### src/include/tpid_defines.vh
// Constants for the test port identification block
`ifndef TPID_DEFINES_VH
`define TPID_DEFINES_VH

// Identification field positions
`define TPID_VARIANT_MSB   31
`define TPID_VARIANT_LSB   28
`define TPID_PART_MSB      27
`define TPID_PART_LSB      12
`define TPID_MFR_MSB       11
`define TPID_MFR_LSB       1
`define TPID_FIXED_ONE_BIT 0

// Identification code defaults (arbitrary values, not any real part)
`define TPID_VARIANT_RST   4'h2
`define TPID_PART_RST      16'h1234
`define TPID_MFR_RST       11'h055

// Instruction register
`define TPID_IR_WIDTH      4
`define TPID_IR_IDCODE     4'h1
`define TPID_IR_BYPASS     4'hF
`define TPID_IR_CAPTURE    4'h1

// Register port offsets (the id register sits at offset 0)
`define TPID_OFS_ID        4'h0
`define TPID_OFS_STATUS    4'h1
`define TPID_OFS_CTRL      4'h2

// Control reset value
`define TPID_CTRL_RST      2'h3

`endif

### src/design/tpid_top.v
// Test access port with device identification register
//
// Operation
// - Port serves boundary-scan and emulation access
// - Read-only 32-bit identification register
// - Variant code in bits 31:28
// - Part number in bits 27:12
// - Manufacturer code in bits 11:1
// - Test reset held asserted by default
//
// Local design decisions: the register addresses and strobed register access.
`timescale 1ns/100ps
`include "tpid_defines.vh"

module tpid_top
#(
   parameter [3:0]  VARIANT = `TPID_VARIANT_RST,   // Arbitrary value
   parameter [15:0] PART    = `TPID_PART_RST,      // Arbitrary value
   parameter [10:0] MFR     = `TPID_MFR_RST        // Arbitrary value
)
(
   // System clock and reset
   input  wire        clk,
   input  wire        rst_b,
   // Test link pins
   input  wire        tck,
   input  wire        tms,
   input  wire        tdi,
   input  wire        trst_b,
   output reg         tdo,
   output reg         tdo_oe,
   // Register port
   input  wire [3:0]  reg_addr,
   input  wire [31:0] reg_wdata,
   input  wire        reg_wr,
   input  wire        reg_rd,
   output reg  [31:0] reg_rdata,
   // Emulation and boundary-scan selects
   output reg         emu_sel,
   output reg         bscan_sel
);

   // ****************************************
   // Local constants
   // ****************************************
   // Controller states; the codes also appear in the status word,
   // so software sees the same numbers as the state walk
   localparam [3:0] ST_RESET  = 4'h0;
   localparam [3:0] ST_IDLE   = 4'h1;
   localparam [3:0] ST_SEL_DR = 4'h2;
   localparam [3:0] ST_CAP_DR = 4'h3;
   localparam [3:0] ST_SH_DR  = 4'h4;
   localparam [3:0] ST_EX1_DR = 4'h5;
   localparam [3:0] ST_PA_DR  = 4'h6;
   localparam [3:0] ST_EX2_DR = 4'h7;
   localparam [3:0] ST_UP_DR  = 4'h8;
   localparam [3:0] ST_SEL_IR = 4'h9;
   localparam [3:0] ST_CAP_IR = 4'hA;
   localparam [3:0] ST_SH_IR  = 4'hB;
   localparam [3:0] ST_EX1_IR = 4'hC;
   localparam [3:0] ST_PA_IR  = 4'hD;
   localparam [3:0] ST_EX2_IR = 4'hE;
   localparam [3:0] ST_UP_IR  = 4'hF;

   // Fixed identification word
   // Built from parameters only, so no write path can ever reach it
   // and every field reads back the same in every state
   wire [31:0] id_word;                         // Composed id code
   assign id_word[`TPID_VARIANT_MSB:`TPID_VARIANT_LSB] = VARIANT;
   assign id_word[`TPID_PART_MSB:`TPID_PART_LSB]       = PART;
   assign id_word[`TPID_MFR_MSB:`TPID_MFR_LSB]         = MFR;
   assign id_word[`TPID_FIXED_ONE_BIT]                 = 1'b1;

   // ****************************************
   // Reset release
   // ****************************************
   reg rst_m_q;                                 // First reset stage
   reg rst_s_q;                                 // Synchronous reset copy

   // Release reset through two flops
   // Assertion is asynchronous so the block clears without a clock;
   // release is synchronous so no flop leaves reset a cycle early
   always @(posedge clk or negedge rst_b)
   begin
      if (!rst_b)
      begin
         rst_m_q <= 1'b0;
         rst_s_q <= 1'b0;
      end
      else
      begin
         rst_m_q <= 1'b1;
         rst_s_q <= rst_m_q;
      end
   end

   // ****************************************
   // Pin synchronisers
   // ****************************************
   reg [3:0] pin_m_q;                           // First stage, read by second only
   reg [3:0] pin_s_q;                           // Second stage {trst,tdi,tms,tck}
   reg       tck_old_q;                         // Previous sampled test clock

   // Two flops for every test pin; test reset idles asserted
   // The link clock is only sampled, so it must stay well below clk:
   // each phase has to last at least two clk periods or edges are lost.
   // Clearing the test reset stage to low stands in for the pin pulldown.
   always @(posedge clk or negedge rst_s_q)
   begin
      if (!rst_s_q)
      begin
         pin_m_q   <= 4'h0;
         pin_s_q   <= 4'h0;
         tck_old_q <= 1'b0;
      end
      else
      begin
         pin_m_q   <= {trst_b, tdi, tms, tck};
         pin_s_q   <= pin_m_q;
         tck_old_q <= pin_s_q[0];
      end
   end

   wire tms_s  = pin_s_q[1];                    // Synced mode select
   wire tdi_s  = pin_s_q[2];                    // Synced data in
   wire trst_s = pin_s_q[3];                    // Synced test reset, low active
   // Edge enables last one clk cycle; the old copy resets to the idle
   // low level of the pin so no false edge follows reset
   wire tck_r  = pin_s_q[0] & ~tck_old_q;       // Rising edge enable
   wire tck_f  = ~pin_s_q[0] & tck_old_q;       // Falling edge enable

   // ****************************************
   // Controller state machine
   // ****************************************
   reg [3:0] st_q;                              // Controller state
   reg [3:0] st_d;                              // Next state

   // Standard sixteen-state walk on mode select
   // Purely combinational; the state only moves on a link clock rise or on test reset,
   // and five rises with mode select high always reach the reset state
   always @*
   begin
      case (st_q)
         ST_RESET:  st_d = tms_s ? ST_RESET  : ST_IDLE;
         ST_IDLE:   st_d = tms_s ? ST_SEL_DR : ST_IDLE;
         ST_SEL_DR: st_d = tms_s ? ST_SEL_IR : ST_CAP_DR;
         ST_CAP_DR: st_d = tms_s ? ST_EX1_DR : ST_SH_DR;
         ST_SH_DR:  st_d = tms_s ? ST_EX1_DR : ST_SH_DR;
         ST_EX1_DR: st_d = tms_s ? ST_UP_DR  : ST_PA_DR;
         ST_PA_DR:  st_d = tms_s ? ST_EX2_DR : ST_PA_DR;
         ST_EX2_DR: st_d = tms_s ? ST_UP_DR  : ST_SH_DR;
         ST_UP_DR:  st_d = tms_s ? ST_SEL_DR : ST_IDLE;
         ST_SEL_IR: st_d = tms_s ? ST_RESET  : ST_CAP_IR;
         ST_CAP_IR: st_d = tms_s ? ST_EX1_IR : ST_SH_IR;
         ST_SH_IR:  st_d = tms_s ? ST_EX1_IR : ST_SH_IR;
         ST_EX1_IR: st_d = tms_s ? ST_UP_IR  : ST_PA_IR;
         ST_PA_IR:  st_d = tms_s ? ST_EX2_IR : ST_PA_IR;
         ST_EX2_IR: st_d = tms_s ? ST_UP_IR  : ST_SH_IR;
         ST_UP_IR:  st_d = tms_s ? ST_SEL_DR : ST_IDLE;
         default:   st_d = ST_RESET;
      endcase
   end

   // ****************************************
   // Shift paths
   // ****************************************
   reg [`TPID_IR_WIDTH-1:0] ir_sh_q;            // Instruction shifter
   reg [`TPID_IR_WIDTH-1:0] ir_q;               // Current instruction
   reg [31:0]               dr_q;               // Id shifter
   reg                      byp_q;              // Bypass bit

   // Any instruction other than the id code selects the one-bit bypass
   // path, so unknown codes still give a defined one-stage path
   wire sel_id = (ir_q == `TPID_IR_IDCODE);     // Id register selected

   // Advance on test clock rising edge; test reset overrides everything
   // Capture reloads the id word on every pass, so a scan can never
   // leave changed contents behind for the next one
   always @(posedge clk or negedge rst_s_q)
   begin
      if (!rst_s_q)
      begin
         st_q    <= ST_RESET;
         ir_q    <= `TPID_IR_IDCODE;
         ir_sh_q <= {`TPID_IR_WIDTH{1'b0}};
         dr_q    <= 32'h00000000;
         byp_q   <= 1'b0;
      end
      else if (!trst_s)
      begin
         st_q <= ST_RESET;
         ir_q <= `TPID_IR_IDCODE;
      end
      else if (tck_r)
      begin
         st_q <= st_d;
         case (st_q)
            ST_RESET:  ir_q    <= `TPID_IR_IDCODE;
            ST_CAP_IR: ir_sh_q <= `TPID_IR_CAPTURE;
            ST_SH_IR:  ir_sh_q <= {tdi_s, ir_sh_q[`TPID_IR_WIDTH-1:1]};
            ST_UP_IR:  ir_q    <= ir_sh_q;
            ST_CAP_DR:
            begin
               dr_q  <= id_word;
               byp_q <= 1'b0;
            end
            ST_SH_DR:
            begin
               dr_q  <= {tdi_s, dr_q[31:1]};
               byp_q <= tdi_s;
            end
            default:   ir_q <= ir_q;            // Other states hold
         endcase
      end
   end

   // ****************************************
   // Test data out
   // ****************************************
   // Changes on the falling test clock edge, driven only while shifting
   // Launching on the fall gives the far side half a link period of
   // setup before its next rise; the cost is the sampling delay of
   // about three clk periods after the pin edge
   always @(posedge clk or negedge rst_s_q)
   begin
      if (!rst_s_q)
      begin
         tdo    <= 1'b0;
         tdo_oe <= 1'b0;
      end
      else if (!trst_s)
      begin
         tdo    <= 1'b0;
         tdo_oe <= 1'b0;
      end
      else if (tck_f)
      begin
         tdo_oe <= (st_q == ST_SH_DR) || (st_q == ST_SH_IR);
         if (st_q == ST_SH_IR)
            tdo <= ir_sh_q[0];
         else
            tdo <= sel_id ? dr_q[0] : byp_q;
      end
   end

   // ****************************************
   // Register port
   // ****************************************
   // Both enables come out of reset set, so a debugger finds the port
   // open as soon as it lets go of test reset
   reg [1:0] ctrl_q;                            // Emulation and scan enables

   // Control register write; id register ignores writes
   // Only the two low data bits are kept; the rest read as zero
   // and writes to them are dropped
   always @(posedge clk or negedge rst_s_q)
   begin
      if (!rst_s_q)
         ctrl_q <= `TPID_CTRL_RST;
      else if (reg_wr && reg_addr == `TPID_OFS_CTRL)
         ctrl_q <= reg_wdata[1:0];
   end

   // Port selects follow the control bits only once test reset released
   // Gating with the synced test reset keeps both selects low for as
   // long as the far side holds the port in reset
   always @(posedge clk or negedge rst_s_q)
   begin
      if (!rst_s_q)
      begin
         emu_sel   <= 1'b0;
         bscan_sel <= 1'b0;
      end
      else
      begin
         emu_sel   <= ctrl_q[0] & trst_s;
         bscan_sel <= ctrl_q[1] & trst_s;
      end
   end

   // Read data in the cycle after the strobe; unmapped reads as zero
   // Status word: bit 8 synced test reset, bits 7:4 instruction,
   // bits 3:0 controller state
   always @(posedge clk or negedge rst_s_q)
   begin
      if (!rst_s_q)
         reg_rdata <= 32'h00000000;
      else if (reg_rd)
      begin
         case (reg_addr)
            `TPID_OFS_ID:     reg_rdata <= id_word;
            `TPID_OFS_STATUS: reg_rdata <= {23'h000000, trst_s, ir_q, st_q};
            `TPID_OFS_CTRL:   reg_rdata <= {30'h00000000, ctrl_q};
            default:          reg_rdata <= 32'h00000000;
         endcase
      end
      else
         reg_rdata <= 32'h00000000;
   end

endmodule

### config.mk
export PLATFORM = sky130hd
export DESIGN_NAME = tpid_top
export DESIGN_NICKNAME = d
export VERILOG_FILES = /design/src/design/tpid_top.v
export VERILOG_INCLUDE_DIRS = /design/src /design/src/include
export SDC_FILE = /design/constraint.sdc
export NUM_CORES = 1
export LEC_CHECK = 0
export BUFFER_PORTS_ARGS = -buffer_cell sky130_fd_sc_hd__buf_2
export CORE_MARGIN = 2
export CORE_UTILIZATION = 50
export CTS_BUF_LIST = sky130_fd_sc_hd__clkbuf_16
export DETAILED_ROUTE_END_ITERATION = 10
export GPL_TIMING_DRIVEN = 0
export PLACE_DENSITY = 0.8
export REMOVE_ABC_BUFFERS = 1
export SLEW_MARGIN = 10
export SYNTH_ARGS = -nofsm -noshare
export SYNTH_HDL_FRONTEND = slang
export SYNTH_SLANG_ARGS = --single-unit
### constraint.sdc
create_clock -name clk -period 2.9 [get_ports clk]
set_input_delay 0.58 -clock clk [delete_from_list [all_inputs] [get_ports clk]]
set_output_delay 0.58 -clock clk [all_outputs]
set_load 0.1 [all_outputs]
== Word-level counts from Yosys, hierarchy flattened ==
Index checks and enable logic that the tools add are counted.

* Equal/unequal tests: 21
* Multiplexer cells: 29
* Bitwise gates (word level): 6
* Reductions and logical operators: 12

{| class="wikitable"
|+ Operators with widths
! kind !! count
|-
| case mux 30 bit (3 select lines) || 1
|-
| case mux 32 bit (2 select lines) || 1
|-
| case mux 4 bit (12 select lines) || 1
|-
| == test 4 bit, second input constant || 8
|-
| two-way mux 4 bit || 8
|-
| two-way mux 30 bit || 1
|-
| == test 4 x 3 -> 1 bit, second input constant || 4
|-
| case mux 4 bit (2 select lines) || 2
|-
| == test 4 x 1 -> 1 bit, second input constant || 3
|-
| == test 4 x 2 -> 1 bit, second input constant || 3
|-
| two-way mux 1 bit || 9
|-
| zero test 4 bit || 2
|-
| two-way mux 2 bit || 3
|-
| two-way mux 3 bit || 2
|-
| AND reduction 3 bit || 2
|-
| AND 1 bit || 4
|-
| inequality test 2 x 1 -> 1 bit, second input constant || 2
|-
| nonzero test 2 bit || 2
|-
| OR reduction 2 bit || 2
|-
| inequality test 3 x 1 -> 1 bit, second input constant || 1
|-
| OR reduction 3 bit || 1
|-
| inverter 1 bit || 2
|-
| case mux 1 bit (2 select lines) || 1
|-
| AND reduction 2 bit || 1
|-
| 2 further kinds || 2
|}

* Register bits after elaboration: 92
* Bits of input ports: 44
* Output and inout bits: 36
* Logic and storage cells: 84

== Longest topological paths before layout ==
Gate-level depths: netlist of the first run.

* Depth after elaboration: 5
* Depth in mapped cells: 6
* Gate-level depth less buffers: 4

== Worst setup path after synthesis of the first run ==
Ideal clock, no wire load.

* Path kind: reg-to-output
* Start point: register reg_rdata[24] (netlist name)
* End point: output reg_rdata[16]
* Arrival: 1.390 ns
* Data required time: 2.320 ns
* Path slack: 0.930 ns
* Stages on the path, launching flop included: 2
* Path buffers: 1
* Path through: dfrtp_1 -> buf_4

{| class="wikitable"
|+ RTL lines
! item !! RTL line !! source
|-
| to (decl) || tpid_top.v:37 || <nowiki>output reg [31:0] reg_rdata,</nowiki>
|}

== Final worst setup path of the first run ==
* Start point: register st_q[0]
* End point: register dr_q[0]

* Word-level cells in the longest chain between the ends: 3
* Elaborated cells on any way between the ends: 5
* Classes of those cells: eq/ne (2); mux (1); reduce/logical (2)

{| class="wikitable"
|+ RTL lines
! item !! RTL line !! source
|-
| from (decl) || tpid_top.v:135 || <nowiki>reg [3:0] st_q;</nowiki>
|-
| from (signal assigned) || tpid_top.v:196 || <nowiki>st_q <= st_d;</nowiki>
|-
| == test 4 x 3 -> 1 bit or == test 4 x 2 -> 1 bit (tied branches) || tpid_top.v:197 || <nowiki>case (st_q)</nowiki>
|-
| nonzero test 2 bit (no source line) || -- ||
|-
| AND reduction 3 bit (no source line) || -- ||
|-
| to (signal assigned) || tpid_top.v:204 || <nowiki>dr_q <= id_word;</nowiki>
|-
| to (signal assigned) || tpid_top.v:209 || <nowiki>dr_q <= {tdi_s, dr_q[31:1]};</nowiki>
|-
| to (decl) || tpid_top.v:169 || <nowiki>reg [31:0] dr_q;</nowiki>
|}

Parallel ways exist; a longest one is shown, timed or not.
A chain may end at the register's enable or synchronous reset.

==> out/metrics.cfg, run 1 <==
[sta]
maxSlewHeadroom_pct=17.4
slew_viol_final=0
worst_pin_slew_ns=1.23
finalClockSkew_ns=0.00676
period_needed_ns=2.40
setup_violations=0
rsz0062_at_grt=false
period_share_pct=82.7
setup_slack_ns=0.502
fmax_mhz=417
hold_viol_final=0

[yosys]
yosys.area.top_type=dfrtp_1
synth_seq_area_share_pct=59.8
avgSynthCellArea_sq_um=11.7
ys_warn_count=0
synth_cell_types=43
synthTopCellsByArea=dfrtp_1, a22o_1, buf_4
syn_area_sq_mm=0.00298
ys_seq_elements=71
yosys.area.top_type_share_pct=57.1
synth_cells=254

[clock_tree]
root_buffer=clkbuf_16
cts.sink_count=71
cts_buffers=9
ctsHoldBuffers=0
worstSkewPairLatency_ns=0.33
clockBufferDepth=2
post_cts_buffers=0
path_clk_slew_ns=0.05
cts_tree=done
h-tree-depth=3
cts_resized=0

[cells_and_area]
diodes=0
mostFrequentLayoutCell=dfrtp_1
layout_common_cells=dfrtp_1, buf_2, a22o_1, conb_1, a21oi_1
fin_cells=356
area_delta_synth_final_pct=11.6
fillerInstances=487
nNetsFinal=320
drive_above_1_share_pct=20.3

[die]
core_area_sq_mm=0.00585
initial_core_util_pct=50.9
die_x_um=81.2
io_pins=80
rows=28
die_area_sq_mm=0.00659
die_height_um=81.2

[drt]
wirelength_um=4860
drtIter0Drc=169
drc=0
post_drt_wl_per_cell_um=13.7
ant_nets=0
drt-pass1-iter-count=4
vias_per_cell=5.40
via_count=1923

[worst_setup_path]
worst_setup_path_start_kind=flop
r2r_cells=4
crit_arrival_ns=2.66
critPathMaxFanout=18
cp-end-kind=flop
rr_endpoint=dr_q[0]$_DFFE_PN0P_
rr_startpoint=st_q[0]$_DFFE_PN0P_
crit_type=reg -> reg
worstPathRequired_ns=3.16
regToRegSetupSlack_ns=0.50

[place]
numPortBuffers=32
dp_slack_ns=0.505
place_inst=340
hpwl_um=3050
place.gp.congestion=0.792

[power_and_ir_drop]
irDropWorstVdd_mv=0.383
p_per_area_mw_per_mm2=703
power.leakage_uw=0.00160

[global_route]
first_global_vias=1758
grt_max_degree=70
antenna_found_initial=0
grt_first_pass_wirelength_um=8000
grt-ovfl-total=0
track_usage_pct=16.7

[run_status]
outcome=finished, final reports clean

[worst_hold_path]
min_path_type=in -> async

[flow_run]
cap_violations=0

[sequential cells by signal (all words and copies together) (netlist names)]
signal,flops
dr_q,32
pin_m_q,4
ir_q,4
rst_s_q,1
tck_old_q,1
tdo_oe,1
ctrl_q,2
reg_rdata,10
pin_s_q,4
rst_m_q,1
bscan_sel,1
emu_sel,1
tdo,1
st_q,4
ir_sh_q,4
[layer usage]
layer  vias up  global-route usage, %  wire length, um
met5         -                      0                0
met4         0                   11.4              110
met3        10                   5.11              280
met2        75                   24.0             2250
met1       933                   21.8             2220
li1        905                      -                -
[area by class of cell]
cell class                      count  area [sq um]  area share (%)
Timing Repair Buffer               33           188            5.64
Tap cell                           75          93.8            2.82
Clock inverter                      7          32.5           0.978
Clock buffer                        9           225            6.77
Sequential cell                    71          1780            53.6
Multi-Input combinational cell    152           968            29.1
Inverter                            9          33.8            1.02
[worst max-delay path, stage by stage (launching register included)]
cell and delay (ns):
dfrtp_1 0.67, nand2_1 0.19, o22a_1 0.25, nor3_1 0.94, o22a_1 0.29
[power by group]
part	total, uW	switching (uW)	leakage [uW]	internal, uW
clock network	940	379	0.000133	562
logic	291	222	0.000527	68.5
registers	1110	48.4	0.000943	1060
total	2340	649	0.00160	1690
[metrics by stage]
| stage | hold WS (ns) | setup TNS, ns | util (%) | power (uW) | instance area (sq um) |
|---|---|---|---|---|---|
| floorplan | 0.284 | -9.24 | - | 1360 | 2780 |
| global placement | 0.332 | 0 | 51.9 | 1400 | 3040 |
| detailed placement | 0.336 | 0 | 52.4 | 1420 | 3070 |
| CTS | 0.0177 | 0 | 56.8 | 2370 | 3330 |
| global route | 0.0171 | 0 | 56.8 | 2430 | 3330 |
| finish | 0.0289 | 0 | 56.8 | 2340 | 3330 |
[cell families (layout without fill, tap and decap cells)]
kind of cell	count (synthesis)	in the layout	share of synthesized area (%)
multiplexers	3	3	1.09
AO/OA/AOI/OAI	72	72	17.8
XOR/XNOR	1	1	0.294
AND/OR/NAND/NOR	58	58	11.0
flip-flops	71	71	59.8
other	2	18	0.252
buffers and inverters	47	58	9.74
[synthesized netlist by cell type (all sizes together)]
cell type,n
or3,2
or2,1
nand3,7
dfstp,3
a32o,1
a22o,21
and2,6
a21oi,13
a21o,2
o311ai,1
o211ai,1
o221a,1
o311a,1
a31oi,4
buf,32
a22oi,3
o22a,12
nor4b,1
o21ai,10
nor2,8
nand2b,4
nand2,8
dfrtp,68
xnor2,1
inv,9
and3,1
and2b,2
nor2b,7
mux2,2
nor3,8
a31o,1
nand4,2
o32ai,1
conb,2
or4,1
mux2i,1
clkbuf,6
[worst max path at each step]
| stage | startpoint | to | slack (ns) | cells after the start |
|---|---|---|---|---|
| final | st_q[0]$_DFFE_PN0P_ | dr_q[0]$_DFFE_PN0P_ | 0.50 | 4 |
| after global routing | st_q[0]$_DFFE_PN0P_ | dr_q[16]$_DFFE_PN0P_ | 0.35 | 4 |
| after CTS | st_q[0]$_DFFE_PN0P_ | dr_q[1]$_DFFE_PN0P_ | 0.55 | 4 |
| after detailed placement | st_q[0]$_DFFE_PN0P_ | dr_q[16]$_DFFE_PN0P_ | 0.51 | 4 |
| after global placement | rst_s_q$_DFF_PN0_ | emu_sel$_DFF_PN0_ | 0.18 | 0 |
| after floorplan | reg_rdata[24]$_DFF_PN0_ | reg_rdata[14] | -1.54 | 0 |
Power figures use the tool's default switching activity.
==> inputs of run 2 (changes only) <==
--- a/config.mk
+++ b/config.mk
@@ -8,11 +8,11 @@
 export LEC_CHECK = 0
 export BUFFER_PORTS_ARGS = -buffer_cell sky130_fd_sc_hd__buf_2
 export CORE_MARGIN = 2
-export CORE_UTILIZATION = 50
+export CORE_UTILIZATION = 47
 export CTS_BUF_LIST = sky130_fd_sc_hd__clkbuf_16
 export DETAILED_ROUTE_END_ITERATION = 10
 export GPL_TIMING_DRIVEN = 0
-export PLACE_DENSITY = 0.8
+export PLACE_DENSITY = 0.79
 export REMOVE_ABC_BUFFERS = 1
 export SLEW_MARGIN = 10
 export SYNTH_ARGS = -nofsm -noshare
==> constraint.sdc (replaced) <==
create_clock -name clk -period 2.2 [get_ports clk]
set_input_delay 0.44 -clock clk [delete_from_list [all_inputs] [get_ports clk]]
set_output_delay 0.44 -clock clk [all_outputs]
set_load 0.1 [all_outputs]
==> run 2 against run 1 <==
Effect of this change:
- non-clock buffer count stayed put
- largest power group is now clock
- final cell count is 0.56% higher
- clock skew is 0.0018 ns lower
- setup slack worse by 0.33 ns
- highest routed layer unchanged
==> out/metrics.cfg, run 2 (synthesis results as in run 1) <==
[clock_tree]
cts_buffers=9  ; unchanged
path_clk_slew_ns=0.05  ; about the same
cts.sink_count=71  ; unchanged
root_buffer=clkbuf_16
post_cts_buffers=0  ; unchanged
h-tree-depth=3  ; unchanged
cts_tree=done
clockBufferDepth=2  ; unchanged
worstSkewPairLatency_ns=0.33  ; about the same

[cells_and_area]
largest-register=dr_q
fillerInstances=550  ; +13%
drive_above_1_share_pct=21.0  ; +0.71 points
top_regs=dr_q: 32 flops, reg_rdata: 10 flops
diodes=0  ; unchanged
nNetsFinal=320  ; unchanged
fin_util_pct=54.0  ; -2.8 points
area_delta_synth_final_pct=13.2
fin_cells=358  ; +0.56%
mostFrequentLayoutCell=dfrtp_1
layout_common_cells=dfrtp_1, buf_2, a22o_1, conb_1, a21oi_1
largest_reg_flops=32  ; unchanged

[power_and_ir_drop]
p_seq_share_pct=44.4  ; -3.0 points
irDropWorstVdd_mv=0.643  ; +68%
combPwrFrac_pct=10.7  ; -1.7 points
power.share.clock_pct=44.9  ; +4.7 points
p_int_uw=2460  ; +46%
p_sw_uw=871  ; +34%
switching_share_pct=26.1  ; -1.6 points
total_power_uw=3340  ; +43%
power.leakage_uw=0.00162  ; +0.86%
p_per_area_mw_per_mm2=989  ; +41%

[die]
die_area_sq_mm=0.00699  ; +6.1%
die_height_um=83.6  ; +3.0%
initial_core_util_pct=47.7  ; -3.2 points
io_pins=80  ; unchanged
die_x_um=83.6  ; +3.0%
rows=29  ; +3.6%
core_area_sq_mm=0.00624  ; +6.7%

[drt]
post_drt_wl_per_cell_um=13.7  ; +0.71%
via_count=1894  ; -1.5%
drc=0  ; unchanged
drt-pass1-iter-count=4  ; unchanged
drtIter0Drc=107  ; -37%
ant_nets=0  ; unchanged
vias_per_cell=5.29  ; -2.1%
wirelength_um=4920  ; +1.3%

[place]
numPortBuffers=32  ; unchanged
place.gp.congestion=0.752  ; -5.1%
hpwl_um=3040  ; -0.16%
place_inst=341  ; +0.29%
dp_slack_ns=-0.149  ; -0.655 ns

[worst_setup_path]
path_buf_inv=0  ; unchanged
worst_setup_path_start_kind=flop
cp-end-kind=flop
critPathMaxFanout=21  ; +3
worst_path_max_delay_cell=and2b_1
cp_cell_sequence=nand2b_4 > nor3_1 > and2b_1 > a22o_1
crit_type=reg -> reg
cp_top_family=simple AND/OR/NAND/NOR gates
max_stage_delay_ns=0.62  ; -0.32 ns
crit_arrival_ns=2.29  ; -0.37 ns
worstPathRequired_ns=2.46  ; -0.70 ns

[worst_hold_path]
min_path_type=in -> reg

[global_route]
first_global_vias=1860  ; +5.8%
track_usage_pct=15.4  ; -1.3 points
grt_first_pass_wirelength_um=8650  ; +8.0%
antenna_found_initial=0  ; unchanged
grt-ovfl-total=0  ; unchanged
grt_max_degree=70  ; unchanged

[run_status]
outcome=finished, final reports clean

[flow_run]
cap_violations=0  ; unchanged

[sta]
period_needed_ns=2.03  ; -0.365 ns
setup_violations=0  ; unchanged
setup_slack_ns=0.168  ; -0.335 ns
period_share_pct=92.4  ; +9.7 points
hold_viol_final=0  ; unchanged
finalClockSkew_ns=0.00495  ; -0.00181 ns
fmax_mhz=492  ; +18%
rsz0062_at_grt=false
slew_viol_final=0  ; unchanged
maxSlewHeadroom_pct=44.1  ; +27 points
worst_pin_slew_ns=0.838  ; -0.391 ns

==> run 2: changes by cell type in the layout (fill, tap and decap cells not counted), sizes merged <==
| cell | before | now |
|---|---|---|
| clkinv | 4 | 3 |
| inv | 11 | 10 |
| buf | 33 | 32 |
| dlygate4sd3 | 0 | 1 |
| bufinv | 0 | 2 |
==> run 2: repair_timing <==
action                     CTS  global route
hold buffers                 1             0
setup endpoints to repair   11             0
gates resized for setup      1             0
hold endpoints to repair     2             0
==> run 2: worst reg2reg max path: stages (launching register included) <==
cell and delay (ns):
dfrtp_1 0.57, nand2b_4 0.24, nor3_1 0.29, and2b_1 0.62, a22o_1 0.26
==> run 2: stage by stage <==
| step | hold slack [ns] | area [sq um] | setup TNS, ns |
|---|---|---|---|
| after detailed placement | 0.226 | 3040 | -1.47 |
| after floorplan | 0.144 | 2780 | -12.60 |
| after global routing | 0.209 | 3370 | 0 |
| after global placement | 0.225 | 3040 | -35.50 |
| final | 0.220 | 3370 | 0 |
| after CTS | 0.206 | 3370 | 0 |
==> run 2: path summary, 6_finish.rpt <==
path | to | cells after the start | slack, ns | startpoint
max | dr_q[18]$_DFFE_PN0P_ | 4 | 0.17 | st_q[0]$_DFFE_PN0P_
min | pin_m_q[2]$_DFF_PN0_ | 1 | 0.22 | tdi
max reg2reg | dr_q[18]$_DFFE_PN0P_ | 4 | 0.17 | st_q[0]$_DFFE_PN0P_
min reg2reg | pin_s_q[1]$_DFF_PN0_ | 0 | 0.35 | pin_m_q[1]$_DFF_PN0_
max in group asynchronous | reg_rdata[5]$_DFF_PN0_ | 0 | 1.21 | rst_s_q$_DFF_PN0_
min in group asynchronous | rst_s_q$_DFF_PN0_ | 2 | 0.42 | rst_b
==> run 2: metal layers <==
metal,global-route usage (%),vias up,wire length (um)
met2,21.9,47,2290
met5,0,-,0
li1,-,904,-
met4,7.48,0,58
met1,21.5,939,2340
met3,4.95,4,237
==> run 2: layout make-up <==
| type | count | area, sq um | area share, % |
|---|---|---|---|
| well taps | 77 | 96.3 | 2.86 |
| flip-flops and latches | 71 | 1780 | 52.9 |
| multi-input cells | 152 | 973 | 28.9 |
| repair buffers | 33 | 170 | 5.05 |
| clock buffers | 9 | 225 | 6.68 |
| inverters | 9 | 33.8 | 1.00 |
| clock inverters | 7 | 88.8 | 2.63 |
==> run 2: power by group through the flow <==
stage / clock network [uW] / logic, uW / registers (uW)
after floorplan: 0 / 228 / 1560
after global placement: 0 / 348 / 1500
after detailed placement: 0 / 356 / 1510
after CTS: 1530 / 359 / 1480
after global routing: 1600 / 379 / 1500
final: 1500 / 357 / 1480
